### src/hw/tsens_pkg.sv
// Constants, field layouts and types for the temperature sensor register block.
// Assumes a 50 MHz core clock; all users import the whole package.
package tsens_pkg;
    localparam int CORE_CLK_KHZ = 50_000;
    // Typical conversion times per resolution code, in ms
    localparam int CONV_MS_9    = 30;
    localparam int CONV_MS_10   = 60;
    localparam int CONV_MS_11   = 120;
    localparam int CONV_MS_12   = 240;

    localparam int WORD_BITS    = 16;
    localparam int TEMP_BITS    = 13;
    localparam logic [3:0] Z_FIRST_SHIFT = 4'hE;

    localparam logic [2:0]  CFG_TAIL    = 3'h2;
    localparam logic [2:0]  HIGH_TAIL   = 3'h6;
    localparam logic [2:0]  LOW_TAIL    = 3'h4;
    localparam logic [2:0]  TEMP_TAIL   = 3'h4;
    localparam logic [2:0]  READ_TAIL   = 3'h0;
    localparam logic [7:0]  SD_PATTERN  = 8'hFF;
    localparam logic [3:0]  CFG_TOP     = 4'h0;

    localparam logic [1:0]  RES_RESET   = 2'h3;
    localparam logic [12:0] HIGH_RESET  = 13'h0500;
    localparam logic [12:0] LOW_RESET   = 13'h04B0;
    localparam logic [12:0] TEMP_RESET  = 13'h0000;

    localparam logic [1:0]  PTR_TEMP    = 2'h0;
    localparam logic [1:0]  PTR_CFG     = 2'h1;
    localparam logic [1:0]  PTR_LOW     = 2'h2;
    localparam logic [1:0]  PTR_HIGH    = 2'h3;

    localparam logic [1:0]  TM_CMP      = 2'h0;
    localparam logic [1:0]  TM_INT      = 2'h1;
    localparam logic [1:0]  TM_ICMP     = 2'h2;

    // Consecutive faults needed, indexed by fault queue code
    localparam logic [3:0][2:0]  FQ_NEED  = {3'h6, 3'h4, 3'h2, 3'h1};
    // Kept temperature bits, indexed by resolution code
    localparam logic [3:0][12:0] RES_MASK = {13'h1FFF, 13'h1FFE, 13'h1FFC, 13'h1FF8};

    typedef struct packed {
        logic [1:0] conversion_delay_field;
        logic [1:0] resolution_field;
        logic [1:0] fault_queue_field;
        logic       alert_polarity_bit;
        logic [1:0] thermostat_mode_field;
    } cfg_s;

    localparam cfg_s CFG_RESET = '{conversion_delay_field: 2'h0, resolution_field: RES_RESET,
                                   fault_queue_field: 2'h0, alert_polarity_bit: 1'b0,
                                   thermostat_mode_field: TM_CMP};

    typedef struct packed {
        logic cs_n;
        logic sck;
        logic sdio;
    } spi_pins_s;

    typedef enum logic [1:0] {
        PH_OUT = 2'b01,
        PH_IN  = 2'b10
    } phase_e;
endpackage

### src/hw/pin_sync.sv
// Two-flop synchroniser for a group of asynchronous pin levels.
// Assumes the inputs are plain levels; only the second stage may be read.
`timescale 1ns/10ps
module pin_sync #(
    parameter int         W         = 1,
    parameter logic [W-1:0] RST_VAL = '0
) (
    input  wire logic         core_clk,
    input  wire logic         rst_n,
    input  wire logic [W-1:0] d,
    output logic      [W-1:0] q
);
    logic [W-1:0] meta_r;

    always_ff @(posedge core_clk)
    begin
        if (!rst_n)
        begin
            meta_r <= RST_VAL;
            q      <= RST_VAL;
        end
        else
        begin
            meta_r <= d;
            q      <= meta_r;
        end
    end
endmodule // pin_sync

### src/hw/fault_counter.sv
// Counter of consecutive faulting conversions with a programmable need.
// Assumes sample is a one-cycle pulse once per completed conversion.
`timescale 1ns/10ps
module fault_counter
    import tsens_pkg::*;
#(
    parameter int W = 3
) (
    input  wire logic         core_clk,
    input  wire logic         rst_n,
    input  wire logic         sample,
    input  wire logic         fault,
    input  wire logic [W-1:0] need,
    output logic              met
);
    logic [W-1:0] cnt_r;
    logic [W-1:0] cnt_nxt;

    // saturate at need, a good sample breaks the run
    assign cnt_nxt = !fault ? '0 : (cnt_r >= need) ? cnt_r : cnt_r + W'(1);
    assign met     = (cnt_r >= need);

    always_ff @(posedge core_clk)
    begin
        if (!rst_n)
            cnt_r <= '0;
        else if (sample)
            cnt_r <= cnt_nxt;
    end
endmodule // fault_counter

### src/hw/temp_sensor_regs_alert.sv
// Register set, conversion pacing, serial framing and alert logic of the sensor.
// Assumes sensor_code is a settled converter value on core_clk; serial pins are asynchronous.
`timescale 1ns/10ps

// Contract
// - Result register holds latest completed conversion; host cannot write it.
// - Result shifts out 13 temperature bits, D2 as one, D1 and D0 undriven.
// - Result reads zero degrees after reset until first conversion completes.
// - Temperature is 13-bit two's complement, 0.0625 degree steps, bits 15..3.
// - Lower resolutions force unused low temperature bits to zero.
// - Configuration is 16-bit read/write, transferred most significant bit first.
// - Reset sets both resolution bits, clears every other configurable bit.
// - Configuration layout: zero top, delay, resolution, queue, polarity, mode, 010.
// - Write word with low byte all ones powers down after current conversion.
// - Any later word with low byte not all ones resumes conversions.
// - Mode field picks comparator, interrupt, interrupt-comparator; comparator default.
// - Polarity zero gives active low alert; one inverts it.
// - Fault queue needs 1, 2, 4 or 6 consecutive faults.
// - Comparator: assert on high faults, deassert on same count of low faults.
// - Interrupt: assert on high faults, clear on any read or shutdown entry.
// - Interrupt arming alternates between high event and below-low event.
// - Interrupt-comparator deasserts after low faults and a following communication.
// - Limits reset to 80 and 75 degrees in temperature code.
// - Comparisons use all 13 bits of result and limits at any resolution.
// - Limit low bits read 110 for high and 100 for low.
// - Resolution codes give 9 to 12 bits with 30 to 240 ms conversions.
// - Read pointer selects source, returns to result after each full read.
module temp_sensor_regs_alert
    import tsens_pkg::*;
#(
    parameter int CONV_CYC_9  = CONV_MS_9 * CORE_CLK_KHZ,
    parameter int CONV_CYC_10 = CONV_MS_10 * CORE_CLK_KHZ,
    parameter int CONV_CYC_11 = CONV_MS_11 * CORE_CLK_KHZ,
    parameter int CONV_CYC_12 = CONV_MS_12 * CORE_CLK_KHZ
) (
    input  wire logic        core_clk,
    input  wire logic        rst_n,
    input  wire logic        cs_n,
    input  wire logic        sck,
    input  wire logic        sdio_in,
    output logic             sdio_out,
    output logic             sdio_oe,
    output logic             alert_out,
    output logic             alert_oe,
    input  wire logic [12:0] sensor_code,
    output logic             conv_active
);
    spi_pins_s   pins;
    phase_e      phase_r;
    cfg_s        cfg_r;
    logic        cs_d_r, sck_d_r, src_temp_r, power_down_state_r, sd_pending_r, upd_r, ev_r, seen_conv_r;
    logic        selected, sck_rise, sck_fall, cs_fall, in_done, out_done, load, sd_enter, conv_done;
    logic        cmd_read, wr_sd, wr_cfg, wr_low, wr_high, wake, hi_met, lo_met;
    logic        alert_r, alert_nxt, armed_low_r, armed_low_nxt, lo_seen_r, lo_seen_nxt;
    logic [1:0]  ptr_r, ptr_nxt;
    logic [2:0]  fq_need;
    logic [3:0]  bit_cnt_r, sh_cnt_r;
    logic [12:0] result_r, low_r, high_r;
    logic [15:0] shift_r, rx_r, rx_word, temp_word, cfg_word, low_word, high_word, sel_word;
    logic [23:0] conv_cnt_r, conv_last;

    pin_sync #(.W(3), .RST_VAL(3'h4)) u_pin_sync (
        .core_clk (core_clk),
        .rst_n    (rst_n),
        .d        ({cs_n, sck, sdio_in}),
        .q        (pins)
    );

    assign selected = !pins.cs_n;
    assign sck_rise = selected && pins.sck && !sck_d_r;
    assign sck_fall = selected && !pins.sck && sck_d_r;
    assign cs_fall  = !pins.cs_n && cs_d_r;
    assign rx_word  = {rx_r[14:0], pins.sdio};
    assign in_done  = sck_rise && phase_r == PH_IN && bit_cnt_r == 4'hF;
    assign out_done = sck_rise && phase_r == PH_OUT && bit_cnt_r == 4'hF;
    assign load     = cs_fall || in_done;

    // shutdown pattern is checked before any other decode
    assign wr_sd    = in_done && rx_word[7:0] == SD_PATTERN;
    // any other received word wakes the converter
    assign wake     = in_done && !wr_sd;
    // Read command and limit writes share bit 15, so the low three bits decide
    assign cmd_read = wake && rx_word[15] && rx_word[2:0] == READ_TAIL;
    assign wr_cfg   = wake && rx_word[2:0] == CFG_TAIL;
    assign wr_low   = wake && rx_word[2:0] == LOW_TAIL;
    assign wr_high  = wake && rx_word[2:0] == HIGH_TAIL;

    // read command loads pointer, a completed read returns it to the result
    assign ptr_nxt  = cmd_read ? rx_word[4:3] : out_done ? PTR_TEMP : ptr_r;

    // result code left-aligned in bits 15..3
    // result word carries D2 high; D1 and D0 are released, not driven
    assign temp_word = {result_r, TEMP_TAIL};
    // configuration fields sit between fixed top and tail
    assign cfg_word  = {CFG_TOP, cfg_r, CFG_TAIL};
    // fixed tails identify each limit register
    assign low_word  = {low_r, LOW_TAIL};
    assign high_word = {high_r, HIGH_TAIL};
    assign sel_word  = ptr_nxt == PTR_CFG ? cfg_word :
                       ptr_nxt == PTR_LOW ? low_word :
                       ptr_nxt == PTR_HIGH ? high_word : temp_word;

    // most significant bit first in both directions
    always_ff @(posedge core_clk)
    begin
        if (!rst_n)
        begin
            cs_d_r     <= 1'b1;
            sck_d_r    <= 1'b0;
            phase_r    <= PH_OUT;
            bit_cnt_r  <= 4'h0;
            sh_cnt_r   <= 4'h0;
            shift_r    <= 16'h0000;
            rx_r       <= 16'h0000;
            ptr_r      <= PTR_TEMP;
            src_temp_r <= 1'b1;
        end
        else
        begin
            cs_d_r  <= pins.cs_n;
            sck_d_r <= pins.sck;
            ptr_r   <= ptr_nxt;
            if (pins.cs_n)
            begin
                phase_r   <= PH_OUT;
                bit_cnt_r <= 4'h0;
            end
            else if (sck_rise)
            begin
                bit_cnt_r <= bit_cnt_r + 4'h1;
                if (bit_cnt_r == 4'hF)
                    phase_r <= (phase_r == PH_OUT) ? PH_IN : PH_OUT;
                if (phase_r == PH_IN)
                    rx_r <= rx_word;
            end
            if (load)
            begin
                shift_r    <= sel_word;
                sh_cnt_r   <= 4'h0;
                src_temp_r <= ptr_nxt == PTR_TEMP;
            end
            else if (sck_fall && phase_r == PH_OUT && bit_cnt_r != 4'h0)
            begin
                shift_r  <= {shift_r[14:0], 1'b0};
                sh_cnt_r <= sh_cnt_r + 4'h1;
            end
        end
    end

    assign sdio_out = shift_r[15];
    // pin released for the two lowest result bits
    assign sdio_oe  = selected && phase_r == PH_OUT && !(src_temp_r && sh_cnt_r >= Z_FIRST_SHIFT);

    // conversion length follows the resolution code
    assign conv_last = cfg_r.resolution_field == 2'h0 ? 24'(CONV_CYC_9 - 1) :
                       cfg_r.resolution_field == 2'h1 ? 24'(CONV_CYC_10 - 1) :
                       cfg_r.resolution_field == 2'h2 ? 24'(CONV_CYC_11 - 1) : 24'(CONV_CYC_12 - 1);
    assign conv_done   = !power_down_state_r && conv_cnt_r >= conv_last;
    assign conv_active = !power_down_state_r;
    // power down lands only at the end of the running conversion
    assign sd_enter    = sd_pending_r && conv_done;

    always_ff @(posedge core_clk)
    begin
        if (!rst_n)
        begin
            cfg_r              <= CFG_RESET;
            // limits start at 80 and 75 degrees
            low_r              <= LOW_RESET;
            high_r             <= HIGH_RESET;
            // result reads zero until a conversion ends
            result_r           <= TEMP_RESET;
            power_down_state_r <= 1'b0;
            sd_pending_r       <= 1'b0;
            conv_cnt_r         <= 24'h00_0000;
            upd_r              <= 1'b0;
            ev_r               <= 1'b0;
            seen_conv_r        <= 1'b0;
        end
        else
        begin
            // reset above holds resolution at 12 bits and all else zero
            if (wr_cfg)
                cfg_r <= rx_word[11:3];
            if (wr_low)
                low_r <= rx_word[15:3];
            if (wr_high)
                high_r <= rx_word[15:3];
            conv_cnt_r <= (conv_done || power_down_state_r) ? 24'h00_0000 : conv_cnt_r + 24'h00_0001;
            // only a finished conversion writes the result
            // low bits beyond the resolution are forced to zero
            if (conv_done)
                result_r <= sensor_code & RES_MASK[cfg_r.resolution_field];
            if (wake)
            begin
                sd_pending_r       <= 1'b0;
                power_down_state_r <= 1'b0;
            end
            else if (sd_enter)
            begin
                sd_pending_r       <= 1'b0;
                power_down_state_r <= 1'b1;
            end
            else if (wr_sd)
                sd_pending_r <= 1'b1;
            upd_r       <= conv_done;
            ev_r        <= upd_r;
            seen_conv_r <= seen_conv_r || conv_done;
        end
    end

    assign fq_need = FQ_NEED[cfg_r.fault_queue_field];

    // all 13 bits compared, signed, once per conversion
    // counters step on the cycle after the result updates
    fault_counter #(.W(3)) u_high_faults (
        .core_clk (core_clk),
        .rst_n    (rst_n),
        .sample   (upd_r),
        .fault    ($signed(result_r) >= $signed(high_r)),
        .need     (fq_need),
        .met      (hi_met)
    );

    fault_counter #(.W(3)) u_low_faults (
        .core_clk (core_clk),
        .rst_n    (rst_n),
        .sample   (upd_r),
        .fault    ($signed(result_r) < $signed(low_r)),
        .need     (fq_need),
        .met      (lo_met)
    );

    // mode field selects the alert behaviour; reserved acts as comparator
    always_comb
    begin
        alert_nxt     = alert_r;
        armed_low_nxt = armed_low_r;
        lo_seen_nxt   = lo_seen_r;
        case (cfg_r.thermostat_mode_field)
            TM_INT:
            begin
                // set wins over a clear in the same cycle
                // each clear flips the armed event
                if (!alert_r && ev_r && (armed_low_r ? lo_met : hi_met))
                    alert_nxt = 1'b1;
                else if (alert_r && (out_done || sd_enter))
                begin
                    alert_nxt     = 1'b0;
                    armed_low_nxt = !armed_low_r;
                end
            end
            TM_ICMP:
            begin
                // low faults must be followed by a bus communication
                if (!alert_r && ev_r && hi_met)
                begin
                    alert_nxt   = 1'b1;
                    lo_seen_nxt = 1'b0;
                end
                else if (alert_r && lo_seen_r && cs_fall)
                begin
                    alert_nxt   = 1'b0;
                    lo_seen_nxt = 1'b0;
                end
                else if (alert_r && ev_r && lo_met)
                    lo_seen_nxt = 1'b1;
            end
            default:
            begin
                if (!alert_r && ev_r && hi_met)
                    alert_nxt = 1'b1;
                else if (alert_r && ev_r && lo_met)
                    alert_nxt = 1'b0;
            end
        endcase
    end

    always_ff @(posedge core_clk)
    begin
        if (!rst_n)
        begin
            alert_r     <= 1'b0;
            armed_low_r <= 1'b0;
            lo_seen_r   <= 1'b0;
        end
        else
        begin
            alert_r     <= alert_nxt;
            armed_low_r <= armed_low_nxt;
            lo_seen_r   <= lo_seen_nxt;
        end
    end

    // open drain pulls low when the pin level must be low
    assign alert_out = 1'b0;
    assign alert_oe  = alert_r ^ cfg_r.alert_polarity_bit;
endmodule // temp_sensor_regs_alert

### config.mk
export PLATFORM = sky130hd
export DESIGN_NAME = temp_sensor_regs_alert
export DESIGN_NICKNAME = d
export VERILOG_FILES = /design/src/hw/tsens_pkg.sv /design/src/hw/pin_sync.sv /design/src/hw/fault_counter.sv /design/src/hw/temp_sensor_regs_alert.sv
export SDC_FILE = /design/constraint.sdc
export NUM_CORES = 1
export LEC_CHECK = 0
export ABC_AREA = 1
export BUFFER_PORTS_ARGS = -buffer_cell sky130_fd_sc_hd__clkbuf_2
export CAP_MARGIN = 10
export CORE_ASPECT_RATIO = 0.9
export CORE_MARGIN = 3
export CORE_UTILIZATION = 60
export CTS_CLUSTER_DIAMETER = 60
export DETAILED_ROUTE_END_ITERATION = 6
export GPL_TIMING_DRIVEN = 1
export PLACE_DENSITY_LB_ADDON = 0.1
export RECOVER_POWER = 50
export SYNTH_ARGS = -nofsm -noshare
export SYNTH_HDL_FRONTEND = slang
export SYNTH_SLANG_ARGS = --single-unit
### constraint.sdc
create_clock -name core_clk -period 2.9 [get_ports core_clk]
set_clock_uncertainty 0.15 [all_clocks]
set_input_delay 0.58 -clock core_clk [delete_from_list [all_inputs] [get_ports core_clk]]
set_output_delay 0.58 -clock core_clk [all_outputs]
set_load 0.1 [all_outputs]
==> metrics.txt <==
Seq cells post-synth=136; Die ar.=13,420 um^2; Max stage delay on crit path=0.32 ns; largest cells by area after synthesis=dfxtp_1, ha_1, nand2_1; drt first pass iters=5; pin count of the biggest net entering global routing=52; cell area after synthesis=7238 um^2; vias in the first global route=5,765; Power Density=514.0 nW/um^2; Core Area=11,620 um^2; # DRC=0; switch share=0.2235; Critical Path Most Common Cell=nand2_1; Post-CTS Hold Fix Bufs=0; leakage power=0.003655 uW; Psw=928.1 uW; Fmax=380.5 MHz; gpl congestion=0.9264; via/cell ratio=5.455; Multi-input gate area=3920 um^2; CTS Buf Count=17; asr flop ratio synth=0; grt met1 use=0.3986; CTS max path bufs=2; DR WL/cell=14.80 um; Clk pin slew, worst setup/hold paths=0.06 ns; Routed Wire Length=17,500 um; Initial Util=0.6229; Layout Utilization=0.6953; PortBufs=21; max_cap viols=0; critical-path cell list=inv_1, ha_1, nor2_1, inv_1, ha_1, nand2_1, inv_1, nand2_1, nand2_1, nand2_1, nand2_1, nand2_1, nand3_1, nor2_1, nand2_2, buf_4, nor3b_1; startpoint class of the critical path=register; Hold Crit Class=input port to register; post-synth top area share=0.3761; gr ovfl total=0; unrepaired setup endpoints after global routing=false; commonest cells in the netlist=nand2_1, dfxtp_1, inv_1, nor2_1, a21oi_1; number of I/O pins=23; first-pass GRT wire length=28,940 um; CTS tree=built; slew of the pin with the lowest slew margin=1.168 ns; Routed Antenna Nets=0; Seq/Total Area, Yosys=0.3761; Post-synth top flop=dfxtp_1; Post-Layout Inst Area=8079 um^2; Cells after DPL=1,152; dpl hpwl=13,030 um; internal power=3225 uW; Final Hold Viols=0; Layout Cells excl Fill=1,183; Total GRT Usage=0.2759; fin. max-slew vios=0; WS Path Type=register to register; synthesized netlist cell count=988; register area=2723 um^2; Root Driver=clkbuf_16; Clock power frac=0.521; Filler cells=1,001; Via Count=6,453; Worst VDD drop=0.5041 mV; GR Layer Usage met3=0.04796; die height=110.2 um; ant diodes=0; CTS H-tree depth=4; total power=4153 uW; Syn. warnings=0; # rows=37; Die W=121.8 um; share of total power in combinational logic=0.025; crit share post-route=0.9061; Syn Area/Cell=7.326 um^2; layout net count=1,098; CP Capture Type=register; WP data arrival=2.83 ns; CTS sink count=136; worst-path fanout max=9; global-route met2 utilization=0.4223; min Tclk post-route=2.628 ns; number of synthesized flops with an enable pin=0; Required @ worst endpoint=3.10 ns; register share of total power=0.454; post-synth cell types=48; status=completed; fraction of layout cells with a size suffix above 1=0.08569; GRT busiest layer=met2; Placed Instance Area=7501 um^2; cell taking the most area after synthesis=dfxtp_1; final setup fails=0; Syn Nets=1,071; Final TNS setup=0 ns; count leader, synth=nand2_1; Crit-path slowest cell=dfxtp_1; area delta synth->final=11.62%; later-pin clock latency in the skew report=0.42 ns; relative slew slack=0.2244; initial antenna violation count=0; Initial DRC Count=608
## through the flow
stage,setup WS [ns],hold slack [ns]
6_report,0.2722,0.1886
5_1_grt,0.02255,0.1926
4_1_cts,0.1380,0.1791
3_5_place_dp,0.1689,0.2502
3_3_place_gp,0.2881,0.2491
2_1_floorplan,0.3320,0.2405
## cells by family (layout without fill, tap and decap cells)
| family | count (synthesis) | after routing | share of synthesized area |
|---|---|---|---|
| compound gates | 185 | 185 | 0.1388 |
| xor+xnor | 17 | 17 | 0.02057 |
| fa+ha+maj | 65 | 65 | 0.1124 |
| buf+inv | 150 | 189 | 0.08176 |
| flops | 136 | 136 | 0.3761 |
| mux | 1 | 1 | 0.001383 |
| other cells | 1 | 1 | 0.0005181 |
| simple gates | 433 | 433 | 0.2685 |
## power groups by stage
stage	logic [uW]	clock network, uW	registers [uW]
after global routing	116	2270	1890
after floorplan	64.5	0	1930
final	104	2160	1890
after detailed placement	103	0	1930
after CTS	104	2190	1890
after global placement	102	0	1930
## critical path: cells and delay by family, from the launching register on
family / cells / cell delay (ns)
flops: 1 / 0.32
fa+ha+maj: 2 / 0.55
simple gates: 11 / 1.11
buf+inv: 4 / 0.42
## registers in the layout, indices dropped and copies added (netlist names), 2 cells and up
name / flops
conv_cnt_r: 24
rx_r: 15
shift_r: 15
high_r: 13
low_r: 13
result_r: 13
cfg_r: 9
bit_cnt_r: 4
sh_cnt_r: 4
u_high_faults.cnt_r: 3
u_low_faults.cnt_r: 3
u_pin_sync.meta_r: 3
u_pin_sync.q: 3
phase_r: 2
ptr_r: 2
## final cells by class
type	instances	area share
inverters	127	0.05932
well taps	156	0.02416
clock buffers	19	0.05606
flip-flops and latches	136	0.3370
clock inverters	12	0.01766
multi-input cells	702	0.4852
repair buffers	31	0.02060
## final timing paths
kind | slack, ns | depth (start not counted) | startpoint | endpoint
worst min register to register | 0.26 | 2 | u_pin_sync.meta_r[1] | u_pin_sync.q[1]
worst min-delay path | 0.19 | 3 | sck | u_pin_sync.meta_r[1]
worst max-delay path | 0.27 | 17 | cfg_r[6] | conv_cnt_r[2]
worst max register to register | 0.27 | 17 | cfg_r[6] | conv_cnt_r[2]
## cell usage in the layout, fill, tap and decap left out, types with 4 or more instances in the layout
cell type	instances
nor2_1	104
nor3b_1	5
nand2_1	205
nand4_1	16
ha_1	65
a21oi_1	78
a211oi_1	10
clkbuf_2	19
dfxtp_1	136
clkbuf_16	17
nor3_1	5
o21ai_0	73
nor2_4	5
inv_1	123
nand3_1	61
xnor2_1	6
clkinvlp_4	4
buf_4	7
o211ai_1	11
xor2_1	11
or2_2	6
clkbuf_1	5
nand2_2	5
## routing by layer
| metal | vias up | part of all wire |
|---|---|---|
| met1 | 2930 | 0.49 |
| met2 | 203 | 0.43 |
| met3 | 16 | 0.068 |
| met5 | - | 0 |
| li1 | 3304 | - |
| met4 | 0 | 0.013 |
## timing repair
| action | 4_1_cts | 5_1_grt |
|---|---|---|
| resized for setup | 0 | 2 |
| endpoints found under the hold margin | 0 | 0 |
| endpoints found under the setup margin | 0 | 15 |
| setup buffers | 0 | 0 |
No activity file was read; power rests on OpenSTA's default activity.
